File: src/rtl/qds_regs.svh
`ifndef QDS_REGS_SVH
`define QDS_REGS_SVH

// Serial word layout
`define QDS_WORD_BITS   24
`define QDS_DATA_BITS   16
`define QDS_CNT_BITS    5
`define QDS_LAST_BIT    5'd23
`define QDS_ADDR_HI     23
`define QDS_ADDR_LO     22
`define QDS_MODE_HI     21
`define QDS_MODE_LO     20
`define QDS_CHAN_HI     18
`define QDS_CHAN_LO     17
`define QDS_DATA_HI     15
`define QDS_DATA_LO     0

// Load mode codes
`define QDS_MODE_BUF    2'h0
`define QDS_MODE_ONE    2'h1
`define QDS_MODE_ALL    2'h2

// Synchronised pin vector: bit positions and reset levels
`define QDS_NPINS       7
`define QDS_PIN_SYNC    0
`define QDS_PIN_SCLK    1
`define QDS_PIN_DIN     2
`define QDS_PIN_EN      3
`define QDS_PIN_LOAD    4
`define QDS_PIN_A0      5
`define QDS_PIN_A1      6
`define QDS_PIN_RST     7'h0b

// Reset values
`define QDS_CH_RST      16'h0000
`define QDS_WORD_RST    24'h000000
`define QDS_CNT_RST     5'h00

`endif

File: src/rtl/qds_pkg.sv
package qds_pkg;

	typedef enum logic [1:0] {
		QDS_IDLE  = 2'h0,
		QDS_SHIFT = 2'h1,
		QDS_LOCK  = 2'h3
	} qds_frame_t;

	typedef logic [1:0] qds_mode_t;
	typedef logic [1:0] qds_chan_t;

endpackage

File: src/rtl/qds_serial_in.sv
`timescale 1ns/1ps
`include "qds_regs.svh"

module qds_serial_in (
	input  wire logic        clk,
	input  wire logic        rst_b,
	input  wire logic        frame_select_n,
	input  wire logic        serial_clock,
	input  wire logic        serial_data_in,
	input  wire logic        enable_n,
	input  wire logic        addr_pin_0,
	input  wire logic        addr_pin_1,
	input  wire logic        load_all_strobe,
	output logic [15:0]      ch0_value,
	output logic [15:0]      ch1_value,
	output logic [15:0]      ch2_value,
	output logic [15:0]      ch3_value,
	output logic             word_applied,
	output logic             frame_aborted
);

	localparam int NP = `QDS_NPINS;
	localparam int WB = `QDS_WORD_BITS;
	localparam int DB = `QDS_DATA_BITS;

	function automatic qds_pkg::qds_mode_t mode_of(input logic [WB-1:0] w);
		mode_of = w[`QDS_MODE_HI:`QDS_MODE_LO];
	endfunction

	function automatic qds_pkg::qds_chan_t chan_of(input logic [WB-1:0] w);
		chan_of = w[`QDS_CHAN_HI:`QDS_CHAN_LO];
	endfunction

	// Pin synchronisers: three stages, a change counts when 2 and 3 agree
	logic [NP-1:0] pin_raw;
	logic [NP-1:0] meta_r;
	logic [NP-1:0] sync2_r;
	logic [NP-1:0] sync3_r;
	logic [NP-1:0] pin_r;
	logic [NP-1:0] pin_d_r;
	logic [NP-1:0] pin_nxt;

	assign pin_raw = {addr_pin_1, addr_pin_0, load_all_strobe, enable_n,
	                  serial_data_in, serial_clock, frame_select_n};
	assign pin_nxt = (sync2_r & sync3_r) | (pin_r & (sync2_r | sync3_r));

	always_ff @(posedge clk or negedge rst_b) begin
		if (!rst_b) begin
			meta_r  <= `QDS_PIN_RST;
			sync2_r <= `QDS_PIN_RST;
			sync3_r <= `QDS_PIN_RST;
			pin_r   <= `QDS_PIN_RST;
			pin_d_r <= `QDS_PIN_RST;
		end else begin
			meta_r  <= pin_raw;
			sync2_r <= meta_r;
			sync3_r <= sync2_r;
			pin_r   <= pin_nxt;
			pin_d_r <= pin_r;
		end
	end

	wire       sync_fall = pin_d_r[`QDS_PIN_SYNC] & ~pin_r[`QDS_PIN_SYNC];
	wire       sync_rise = ~pin_d_r[`QDS_PIN_SYNC] & pin_r[`QDS_PIN_SYNC];
	wire       sclk_fall = pin_d_r[`QDS_PIN_SCLK] & ~pin_r[`QDS_PIN_SCLK];
	wire       load_rise = ~pin_d_r[`QDS_PIN_LOAD] & pin_r[`QDS_PIN_LOAD];
	wire       port_off  = pin_r[`QDS_PIN_EN];
	wire       din_bit   = pin_r[`QDS_PIN_DIN];
	wire [1:0] dev_addr  = {pin_r[`QDS_PIN_A1], pin_r[`QDS_PIN_A0]};

	// Frame engine
	qds_pkg::qds_frame_t state_r;
	qds_pkg::qds_frame_t state_nxt;
	logic [`QDS_CNT_BITS-1:0] cnt_r;
	logic [`QDS_CNT_BITS-1:0] cnt_nxt;
	logic [WB-1:0]            shreg_r;
	logic [WB-1:0]            shreg_nxt;
	logic [WB-1:0]            word_r;
	logic                     pend_r;
	logic                     abort_r;

	wire            start     = sync_fall & ~port_off;
	wire            abort     = (state_r == qds_pkg::QDS_SHIFT) &
	                            (sync_rise | port_off);
	wire            take_bit  = (state_r == qds_pkg::QDS_SHIFT) &
	                            ~abort & sclk_fall;
	wire [WB-1:0]   lock_word = {shreg_r[WB-2:0], din_bit};
	wire            lock      = take_bit & (cnt_r == `QDS_LAST_BIT);
	wire            addr_ok   = (lock_word[`QDS_ADDR_HI:`QDS_ADDR_LO] ==
	                             dev_addr);
	wire            push_ok;

	always_comb begin
		state_nxt = state_r;
		cnt_nxt   = cnt_r;
		shreg_nxt = shreg_r;
		unique case (state_r)
			qds_pkg::QDS_IDLE, qds_pkg::QDS_LOCK: begin
				// Locked contents hold until a fresh falling frame select
				if (start) begin
					state_nxt = qds_pkg::QDS_SHIFT;
					cnt_nxt   = `QDS_CNT_RST;
				end
			end
			qds_pkg::QDS_SHIFT: begin
				if (abort) begin
					state_nxt = qds_pkg::QDS_IDLE;
					cnt_nxt   = `QDS_CNT_RST;
				end else if (take_bit) begin
					shreg_nxt = lock_word;
					cnt_nxt   = cnt_r + 1'b1;
					if (lock) begin
						state_nxt = qds_pkg::QDS_LOCK;
					end
				end
			end
		endcase
	end

	always_ff @(posedge clk or negedge rst_b) begin
		if (!rst_b) begin
			state_r <= qds_pkg::QDS_IDLE;
			cnt_r   <= `QDS_CNT_RST;
			shreg_r <= `QDS_WORD_RST;
			abort_r <= 1'b0;
		end else begin
			state_r <= state_nxt;
			cnt_r   <= cnt_nxt;
			shreg_r <= shreg_nxt;
			abort_r <= abort;
		end
	end

	// Hold the locked word until the buffer takes it; a new lock wins
	always_ff @(posedge clk or negedge rst_b) begin
		if (!rst_b) begin
			word_r <= `QDS_WORD_RST;
			pend_r <= 1'b0;
		end else if (lock & addr_ok) begin
			word_r <= lock_word;
			pend_r <= 1'b1;
		end else if (push_ok) begin
			pend_r <= 1'b0;
		end
	end

	// Word buffer between the frame engine and the channel registers
	logic          q_in_ready;
	logic          q_out_valid;
	logic [WB-1:0] q_out_data;
	wire           apply_ready = ~load_rise;
	wire           apply_take  = q_out_valid & apply_ready;

	assign push_ok = pend_r & q_in_ready;

	qds_buf2 #(
		.W     (WB),
		.DEPTH (2)
	) u_buf (
		.clk       (clk),
		.rst_b     (rst_b),
		.in_valid  (pend_r),
		.in_ready  (q_in_ready),
		.in_data   (word_r),
		.out_valid (q_out_valid),
		.out_ready (apply_ready),
		.out_data  (q_out_data)
	);

	// Channel buffers and output registers
	logic [DB-1:0] buf_r [4];
	logic [DB-1:0] ch_r  [4];
	logic          applied_r;

	wire qds_pkg::qds_mode_t ap_mode = mode_of(q_out_data);
	wire qds_pkg::qds_chan_t ap_chan = chan_of(q_out_data);
	wire [DB-1:0]            ap_data =
	                         q_out_data[`QDS_DATA_HI:`QDS_DATA_LO];

	always_ff @(posedge clk or negedge rst_b) begin
		if (!rst_b) begin
			for (int i = 0; i < 4; i++) begin
				buf_r[i] <= `QDS_CH_RST;
				ch_r[i]  <= `QDS_CH_RST;
			end
			applied_r <= 1'b0;
		end else begin
			applied_r <= apply_take;
			if (load_rise) begin
				for (int i = 0; i < 4; i++) begin
					ch_r[i] <= buf_r[i];
				end
			end else if (apply_take) begin
				buf_r[ap_chan] <= ap_data;
				for (int i = 0; i < 4; i++) begin
					if (ap_mode == `QDS_MODE_ALL) begin
						ch_r[i] <= (i == int'(ap_chan)) ? ap_data : buf_r[i];
					end else if (ap_mode == `QDS_MODE_ONE &&
					             i == int'(ap_chan)) begin
						ch_r[i] <= ap_data;
					end
				end
			end
		end
	end

	assign ch0_value     = ch_r[0];
	assign ch1_value     = ch_r[1];
	assign ch2_value     = ch_r[2];
	assign ch3_value     = ch_r[3];
	assign word_applied  = applied_r;
	assign frame_aborted = abort_r;
endmodule

File: src/rtl/qds_buf2.sv
`timescale 1ns/1ps

module qds_buf2 #(
	parameter int W     = 24,
	parameter int DEPTH = 2
) (
	input  wire logic         clk,
	input  wire logic         rst_b,
	input  wire logic         in_valid,
	output logic              in_ready,
	input  wire logic [W-1:0] in_data,
	output logic              out_valid,
	input  wire logic         out_ready,
	output logic [W-1:0]      out_data
);

	localparam int AW = (DEPTH > 1) ? $clog2(DEPTH) : 1;

	logic [W-1:0] mem_r [DEPTH];
	logic [AW:0]  wr_r;
	logic [AW:0]  rd_r;
	logic [AW:0]  level;
	wire          push;
	wire          pop;

	assign level     = wr_r - rd_r;
	assign in_ready  = (level != DEPTH[AW:0]);
	assign out_valid = (level != '0);
	assign push      = in_valid & in_ready;
	assign pop       = out_valid & out_ready;
	assign out_data  = mem_r[rd_r[AW-1:0]];

	always_ff @(posedge clk or negedge rst_b) begin
		if (!rst_b) begin
			wr_r <= '0;
			rd_r <= '0;
		end else begin
			if (push) begin
				wr_r <= (wr_r[AW-1:0] == AW'(DEPTH - 1)) ?
				        {~wr_r[AW], {AW{1'b0}}} : wr_r + 1'b1;
			end
			if (pop) begin
				rd_r <= (rd_r[AW-1:0] == AW'(DEPTH - 1)) ?
				        {~rd_r[AW], {AW{1'b0}}} : rd_r + 1'b1;
			end
		end
	end

	// Storage needs no reset; valid comes from the pointers
	always_ff @(posedge clk) begin
		if (push) begin
			mem_r[wr_r[AW-1:0]] <= in_data;
		end
	end

endmodule

File: config.mk
export PLATFORM = sky130hd
export DESIGN_NAME = qds_serial_in
export DESIGN_NICKNAME = d
export VERILOG_FILES = /design/src/rtl/qds_pkg.sv /design/src/rtl/qds_serial_in.sv /design/src/rtl/qds_buf2.sv
export VERILOG_INCLUDE_DIRS = /design/src /design/src/rtl
export SDC_FILE = /design/constraint.sdc
export NUM_CORES = 1
export LEC_CHECK = 0
export CAP_MARGIN = 15
export CORE_ASPECT_RATIO = 1.25
export CORE_MARGIN = 3
export CORE_UTILIZATION = 50
export DETAILED_ROUTE_END_ITERATION = 10
export DONT_BUFFER_PORTS = 1
export GPL_TIMING_DRIVEN = 1
export PLACE_DENSITY_LB_ADDON = 0.3
export SLEW_MARGIN = 20
export SYNTH_ARGS = -nofsm -noshare
export SYNTH_HDL_FRONTEND = slang
export SYNTH_HIERARCHICAL = 1
export SYNTH_SLANG_ARGS = --single-unit
export TNS_END_PERCENT = 5
File: constraint.sdc
create_clock -name clk -period 2.3 [get_ports clk]
set_clock_uncertainty 0.05 [all_clocks]
set_input_delay 0.46 -clock clk [delete_from_list [all_inputs] [get_ports clk]]
set_output_delay 0.46 -clock clk [all_outputs]
set_load 0.02 [all_outputs]
==> insert_results.sql, run 1 <==
INSERT INTO impl_metrics (metric_group, metric, value, unit) VALUES
('global_routing', 'global_route.usage.total', '16.1', '%'),
('yosys', 'syn_inst', '636', ''),
('routing', 'via_per_inst', '5.42', ''),
('routing', 'wire_per_inst', '18.7', 'um'),
('pwr', 'max-vdd-ir-drop', '0.000641', 'V'),
('run_status', 'violated_checks', 'negative hold slack', ''),
('cts', 'tritoncts_num_sinks', '256', ''),
('cts', 'h-tree-depth', '1', ''),
('cts', 'postCtsHoldBufs', '7', ''),
('run_status', 'status', 'complete, but fails checks', ''),
('die', 'die_area', '0.0227', 'mm2'),
('setup_path', 'reg2reg_from', 'u_buf/rd_r[0]$_DFFE_PN0P_', ''),
('setup_path', 'worst_ep_arrival_time', '2.57', 'ns'),
('setup_path', 'largest_delay_contributor_family_on_the_critical_path', 'multiplexers', ''),
('sta', 'timing.final.max_slew_violations', '0', ''),
('setup_path', 'rr_worst_depth', '7', ''),
('setup_path', 'timing.critical_path.mode_cell', 'mux2_2', ''),
('routing', 'ant_nets', '0', ''),
('setup_path', 'timing.setup.critical_path_class', 'register to register', ''),
('cts', 'worst_setup_hold_path_clk_slew', '0.06', 'ns'),
('pwr', 'p_leak', '0.00501', 'uW'),
('sta', 'grt_setup_unrepaired', 'false', ''),
('yosys', 'syn-cell-area', '0.0105', 'mm2'),
('cts', 'cts_tree', 'built', ''),
('sta', 'finalSetupViolCount', '0', ''),
('sta', 'finalCriticalPeriod', '2.23', 'ns'),
('sta', 'max_clock_freq', '449', 'MHz'),
('setup_path', 'crit_path_max_fanout', '16', ''),
('sta', 'final_min_period_over_clock_period', '96.9', '%'),
('die', 'row_count', '58', ''),
('place', 'pre_cts_slack', '0.00396', 'ns'),
('setup_path', 'r2r_slack', '0.07', 'ns'),
('routing', 'drt_first_pass_iters', '4', ''),
('yosys', 'yosys_warnings', '6', ''),
('global_routing', 'grt_max_degree', '217', ''),
('setup_path', 'timing.critical_path.required', '2.64', 'ns'),
('setup_path', 'critical_path.max_stage_delay', '0.46', 'ns'),
('cts', 'clock_tree.root_cell', 'clkbuf_16', ''),
('cells_and_area', 'final_layout_size_suffix_gt1_share', '51.0', '%'),
('setup_path', 'timing.critical_path.cells', 'buf_4, mux2_4, nand2b_4, o21a_1, buf_12, mux2_2, mux2_2', ''),
('die', 'chipWidth', '135', 'um'),
('die', 'io_pins', '75', ''),
('sta', 'timing_hold_violations_final', '216', ''),
('pwr', 'fin_total_pwr', '11300', 'uW'),
('yosys', 'syn_nets', '647', ''),
('cells_and_area', 'areaGrowthSynthToFinish', '13.5', '%'),
('setup_path', 'r2r_end', 'ch1_value[3]$_DFFE_PN0P_', ''),
('setup_path', 'endpoint_kind', 'register', ''),
('place', 'detailed_placement_hpwl', '11.7', 'mm'),
('setup_path', 'startpoint_type', 'register', ''),
('cts', 'clk_path_buf_depth', '3', ''),
('die', 'die-height', '168', 'um'),
('sta', 'minimum_setup_slack_in_the_final_design', '0.0706', 'ns'),
('routing', 'drc_errors', '0', ''),
('routing', 'via_count', '5169', ''),
('job', 'timing.max_cap.violations', '0', ''),
('global_routing', 'grt_pass1_vias', '5711', ''),
('cells_and_area', 'n_antenna_cell', '0', ''),
('setup_path', 'critical-path-slowest-cell', 'dfrtp_2', ''),
('sta', 'fin_hold_ws', '-0.402', 'ns'),
('place', 'placedInstanceArea', '0.0110', 'mm2'),
('cells_and_area', 'fillers', '1576', ''),
('yosys', 'syn-mean-instance-area', '16.4', 'um2'),
('cts', 'worst_skew_pair.late_latency', '0.50', 'ns'),
('global_routing', 'grt_remaining_overflow', '0', ''),
('place', 'port_buffers', '0', ''),
('worst_hold_path', 'min-delay-path-class', 'input port to asynchronous set/reset pin', ''),
('cts', 'cts_buf_count', '25', ''),
('cells_and_area', 'net_total_in_the_final_layout', '677', ''),
('pwr', 'power_per_cell_area', '952', 'mW/mm2'),
('die', 'initial_core_util', '51.5', '%'),
('place', 'gp_congestion', '0.756', ''),
('setup_path', 'critical_path_buf_inv_count', '2', ''),
('routing', 'totalWireLength', '17.8', 'mm'),
('die', 'core-area', '0.0203', 'mm2'),
('global_routing', 'grt_first_pass_wirelength', '29.7', 'mm'),
('routing', 'detail_route.iter0.violations', '203', ''),
('sta', 'max-slew-margin-rel', '67.2', '%'),
('cells_and_area', 'layout.cell_area.non_filler', '0.0119', 'mm2'),
('sta', 'max_slew.worst_pin.slew', '0.490', 'ns'),
('global_routing', 'grt_antenna_before_repair', '0', '');
==> placed cells by master, fill, tap and decap left out, types with 4 or more instances in the layout <==
master         instances
mux2_2               225
dfrtp_1              201
edfxtp_1              40
mux2_4                25
clkbuf_16             25
dfstp_2               14
buf_12                10
buf_4                 10
nand2_1                9
nor2_1                 8
maj3_1                 7
xnor2_1                7
dlygate4sd3_1          7
nand3_1                5
mux2_1                 5
inv_1                  4
a21oi_2                4
clkbuf_8               4
clkinv_2               4
==> how the worst max path moves through the flow <==
stage / start / end / cells after the start
2_1_floorplan: u_buf/rd_r[0]$_DFFE_PN0P_ / ch2_value[10]$_DFFE_PN0P_ / 8
3_3_place_gp: u_buf/rd_r[0]$_DFFE_PN0P_ / ch0_value[7]$_DFFE_PN0P_ / 7
3_5_place_dp: u_buf/rd_r[0]$_DFFE_PN0P_ / ch0_value[10]$_DFFE_PN0P_ / 7
4_1_cts: u_buf/rd_r[0]$_DFFE_PN0P_ / ch2_value[6]$_DFFE_PN0P_ / 7
5_1_grt: u_buf/rd_r[0]$_DFFE_PN0P_ / ch1_value[3]$_DFFE_PN0P_ / 7
6_report: u_buf/rd_r[0]$_DFFE_PN0P_ / ch1_value[3]$_DFFE_PN0P_ / 7
==> per-stage QoR <==
step / setup TNS, ns / utilization (%) / cells
final: 0 / 58.4 / 953
after global routing: 0 / 58.4 / 953
after CTS: 0 / 58.3 / 953
after detailed placement: 0 / 53.9 / 902
after global placement: 0 / 53.9 / 902
after floorplan: -0.0831 / - / 636
==> repair_timing <==
| action | in CTS | in global routing |
|---|---|---|
| setup endpoints to repair | 36 | 75 |
| gates resized for setup | 1 | 4 |
| setup buffers | 0 | 0 |
| endpoints found under the hold margin | 223 | 216 |
==> worst reg2reg max path, cell delays in order (launching register included) <==
cell      delay, ns
dfrtp_2        0.46
buf_4          0.17
mux2_4         0.32
nand2b_4       0.12
o21a_1         0.17
buf_12         0.19
mux2_2         0.37
mux2_2         0.28
==> flip-flops by register name, summed over array words and instances, names as in the netlist, 16 cells and up <==
signal / count
u_buf/mem_r: 40
word_r: 20
shreg_r: 23
buf_r: 64
ch2_value: 16
ch3_value: 16
ch1_value: 16
ch0_value: 16
==> report_power, final <==
part,switching (uW),leakage [uW],total [uW],internal (uW)
combinational,370,0.00161,1030,662
sequential,1040,0.00300,6210,5170
clock,1610,0.000407,4060,2450
==> area by class of cell <==
cell class | instances | area (um2) | area share, %
multi-input cells | 351 | 3710 | 31.3
flip-flops and latches | 256 | 6630 | 55.8
well taps | 270 | 338 | 2.85
repair buffers | 27 | 345 | 2.91
clock buffers | 32 | 692 | 5.83
inverters | 5 | 18.8 | 0.158
clock inverters | 12 | 138 | 1.16
==> metal layers <==
metal	routed length, um	track usage, %	up-vias
met5	0	0	-
met4	356	4.08	0
met3	800	2.94	29
met2	9410	28.9	77
met1	7280	20.0	2704
li1	-	-	2359
Note: power is estimated with default switching activity, not from simulation.
==> run 2, diff against run 1 <==
- ABC_AREA: not set -> 1
- CORE_UTILIZATION: 50 -> 57
- clock period: 2.3 -> 1.9 ns (I/O delays scaled with it)
==> insert_results.sql, run 2 <==
INSERT INTO impl_metrics (metric_group, metric, value, unit) VALUES
('run_status', 'status', 'complete, but fails checks', ''),
('run_status', 'violated_checks', 'negative hold slack', ''),
('routing', 'drt_first_pass_iters', '4', ''),
('global_routing', 'grt_max_degree', '217', ''),
('setup_path', 'worst_ep_arrival_time', '2.20', 'ns'),
('routing', 'via_count', '6977', ''),
('setup_path', 'startpoint_type', 'register', ''),
('setup_path', 'crit_path_max_fanout', '17', ''),
('sta', 'setup_total_negative_slack', '0', 'ns'),
('job', 'timing.max_cap.violations', '0', ''),
('cells_and_area', 'fillers', '1368', ''),
('global_routing', 'grt_pass1_vias', '6613', ''),
('cells_and_area', 'number_of_flip_flops_under_the_largest_register_name', '64', ''),
('cells_and_area', 'registers.top_by_ff_count', 'buf_r', ''),
('pwr', 'power_share_of_the_combinational_group', '7.9', '%'),
('pwr', 'power.switching', '3740', 'uW'),
('sta', 'fin_hold_ws', '-0.481', 'ns'),
('place', 'detailed_placement_hpwl', '13.0', 'mm'),
('cts', 'cts_buf_count', '24', ''),
('cts', 'postCtsHoldBufs', '7', ''),
('cells_and_area', 'final_layout_size_suffix_gt1_share', '10.8', '%'),
('pwr', 'fin_total_pwr', '13400', 'uW'),
('pwr', 'power_per_cell_area', '1130', 'mW/mm2'),
('routing', 'via_per_inst', '5.16', ''),
('cts', 'worst_skew_pair.late_latency', '0.51', 'ns'),
('die', 'io_pins', '75', ''),
('pwr', 'internal_power', '9640', 'uW'),
('sta', 'max_clock_freq', '552', 'MHz'),
('cells_and_area', 'n_antenna_cell', '0', ''),
('sta', 'finalCriticalPeriod', '1.81', 'ns'),
('cts', 'cts_tree', 'built', ''),
('yosys', 'syn-mean-instance-area', '9.56', 'um2'),
('cts', 'worst_setup_hold_path_clk_slew', '0.06', 'ns'),
('die', 'chipWidth', '128', 'um'),
('cts', 'clock_tree.root_cell', 'clkbuf_16', ''),
('pwr', 'max-vdd-ir-drop', '0.000737', 'V'),
('pwr', 'p_clk_share', '37.2', '%'),
('die', 'die_area', '0.0201', 'mm2'),
('setup_path', 'r2r_slack', '0.09', 'ns'),
('sta', 'finalSetupViolCount', '0', ''),
('die', 'row_count', '54', ''),
('yosys', 'syn_inst', '1101', ''),
('sta', 'timing.final.max_slew_violations', '0', ''),
('routing', 'drc_errors', '0', ''),
('sta', 'final_min_period_over_clock_period', '95.4', '%'),
('place', 'pre_cts_slack', '0.0134', 'ns'),
('sta', 'timing_hold_violations_final', '216', ''),
('pwr', 'share_seq_of_total_power', '54.9', '%'),
('sta', 'minimum_setup_slack_in_the_final_design', '0.0881', 'ns'),
('yosys', 'yosys_warnings', '6', ''),
('routing', 'wire_per_inst', '14.5', 'um'),
('global_routing', 'grt_antenna_before_repair', '0', ''),
('cells_and_area', 'net_total_in_the_final_layout', '1122', ''),
('setup_path', 'timing.setup.critical_path_class', 'register to register', ''),
('cts', 'clk_path_buf_depth', '3', ''),
('cts', 'tritoncts_num_sinks', '256', ''),
('setup_path', 'endpoint_kind', 'register', ''),
('routing', 'detail_route.iter0.violations', '377', ''),
('global_routing', 'global_route.usage.total', '19.6', '%'),
('sta', 'max-slew-margin-rel', '67.0', '%'),
('die', 'die-height', '158', 'um'),
('cells_and_area', 'layout_common_cells', '458 x nand2_1, 201 x dfrtp_1, 104 x inv_1, 64 x o211ai_1, 62 x o21ai_0', ''),
('sta', 'max_slew.worst_pin.slew', '0.492', 'ns'),
('cells_and_area', 'final_common_cell', 'nand2_1', ''),
('place', 'gp_congestion', '0.796', ''),
('worst_hold_path', 'min-delay-path-class', 'input port to asynchronous set/reset pin', ''),
('die', 'core-area', '0.0178', 'mm2'),
('cells_and_area', 'areaGrowthSynthToFinish', '12.4', '%'),
('setup_path', 'timing.critical_path.required', '2.29', 'ns'),
('pwr', 'power.switching_fraction', '28.0', '%'),
('yosys', 'syn-cell-area', '0.0105', 'mm2'),
('pwr', 'p_leak', '0.00565', 'uW'),
('global_routing', 'grt_first_pass_wirelength', '32.6', 'mm'),
('cts', 'h-tree-depth', '1', ''),
('global_routing', 'grt_remaining_overflow', '0', ''),
('routing', 'totalWireLength', '19.7', 'mm'),
('yosys', 'syn_nets', '1112', ''),
('place', 'port_buffers', '0', ''),
('routing', 'ant_nets', '0', ''),
('die', 'initial_core_util', '59.2', '%'),
('sta', 'grt_setup_unrepaired', 'true', '');
[run 2: changes by cell type in the layout (fill, tap and decap cells not counted), moves of 7 or more]
cell      before  now
mux2_2       225    0
nand4_1        0   21
inv_1          4  104
nand3_1        5   12
o21ai_1        2   10
nand2_1        9  458
mux2_4        25    0
o21ai_0        3   62
o211ai_1       1   64
[run 2: final cells by class]
class	instances	area [um2]	area share (%)
Timing Repair Buffer	35	443	3.74
Inverter	114	443	3.74
Sequential cell	256	6630	56.0
Tap cell	224	280	2.37
Clock buffer	31	668	5.65
Multi-Input combinational cell	680	3210	27.1
Clock inverter	13	163	1.38
[run 2: power groups by stage]
stage | Combinational, uW | Clock (uW) | Sequential (uW)
3_5_place_dp | 1050 | 0 | 7440
2_1_floorplan | 851 | 0 | 7270
5_1_grt | 1230 | 5350 | 7420
4_1_cts | 1070 | 5090 | 7360
6_report | 1060 | 4980 | 7340
3_3_place_gp | 999 | 0 | 7440
[run 2: worst paths after layout]
path / start / to / cells past startpoint
worst max-delay path: u_buf/rd_r[0]$_DFFE_PN0P_ / ch2_value[4]$_DFFE_PN0P_ / 11
worst min-delay path: rst_b / ch1_value[0]$_DFFE_PN0P_ / 0
worst max register to register: u_buf/rd_r[0]$_DFFE_PN0P_ / ch2_value[4]$_DFFE_PN0P_ / 11
worst min register to register: meta_r[6]$_DFF_PN0_ / sync2_r[6]$_DFF_PN0_ / 0
max in group asynchronous: rst_b / meta_r[3]$_DFF_PN1_ / 0
min in group clk: meta_r[6]$_DFF_PN0_ / sync2_r[6]$_DFF_PN0_ / 0
[run 2: layer usage]
metal	vias up	global-route usage [%]	part of all wire [%]
met1	3300	25.8	44
met5	-	0	0
met4	0	4.60	1.6
met2	116	33.8	49
li1	3535	-	-
met3	26	3.88	4.7
[run 2: worst max-delay path, stage by stage (launching register included)]
cell and delay [ns]:
dfrtp_2 0.47, inv_6 0.09, buf_4 0.15, nand2_4 0.06, nand2_4 0.08, nand2_4 0.08, nor2_4 0.24, a21oi_4 0.06
buf_12 0.16, inv_4 0.15, nand2_1 0.08, nand2_1 0.08
[run 2: through the flow]
| step | instance area, um2 | hold WS (ns) | instances | utilization, % |
|---|---|---|---|---|
| 2_1_floorplan | 10500 | 0.0344 | 1101 | - |
| 3_3_place_gp | 10900 | 0.0423 | 1301 | 61.3 |
| 3_5_place_dp | 10900 | 0.0413 | 1301 | 61.3 |
| 4_1_cts | 11800 | -0.501 | 1352 | 66.4 |
| 5_1_grt | 11800 | -0.511 | 1353 | 66.6 |
| 6_report | 11800 | -0.481 | 1353 | 66.6 |
[run 2: repair_timing]
item | 4_1_cts | 5_1_grt
setup endpoints to repair | 7 | 69
cloned | 0 | 0
setup buffers | 0 | 1
gates resized for setup | 1 | 9
pin swaps | 0 | 4
hold endpoints to repair | 223 | 216
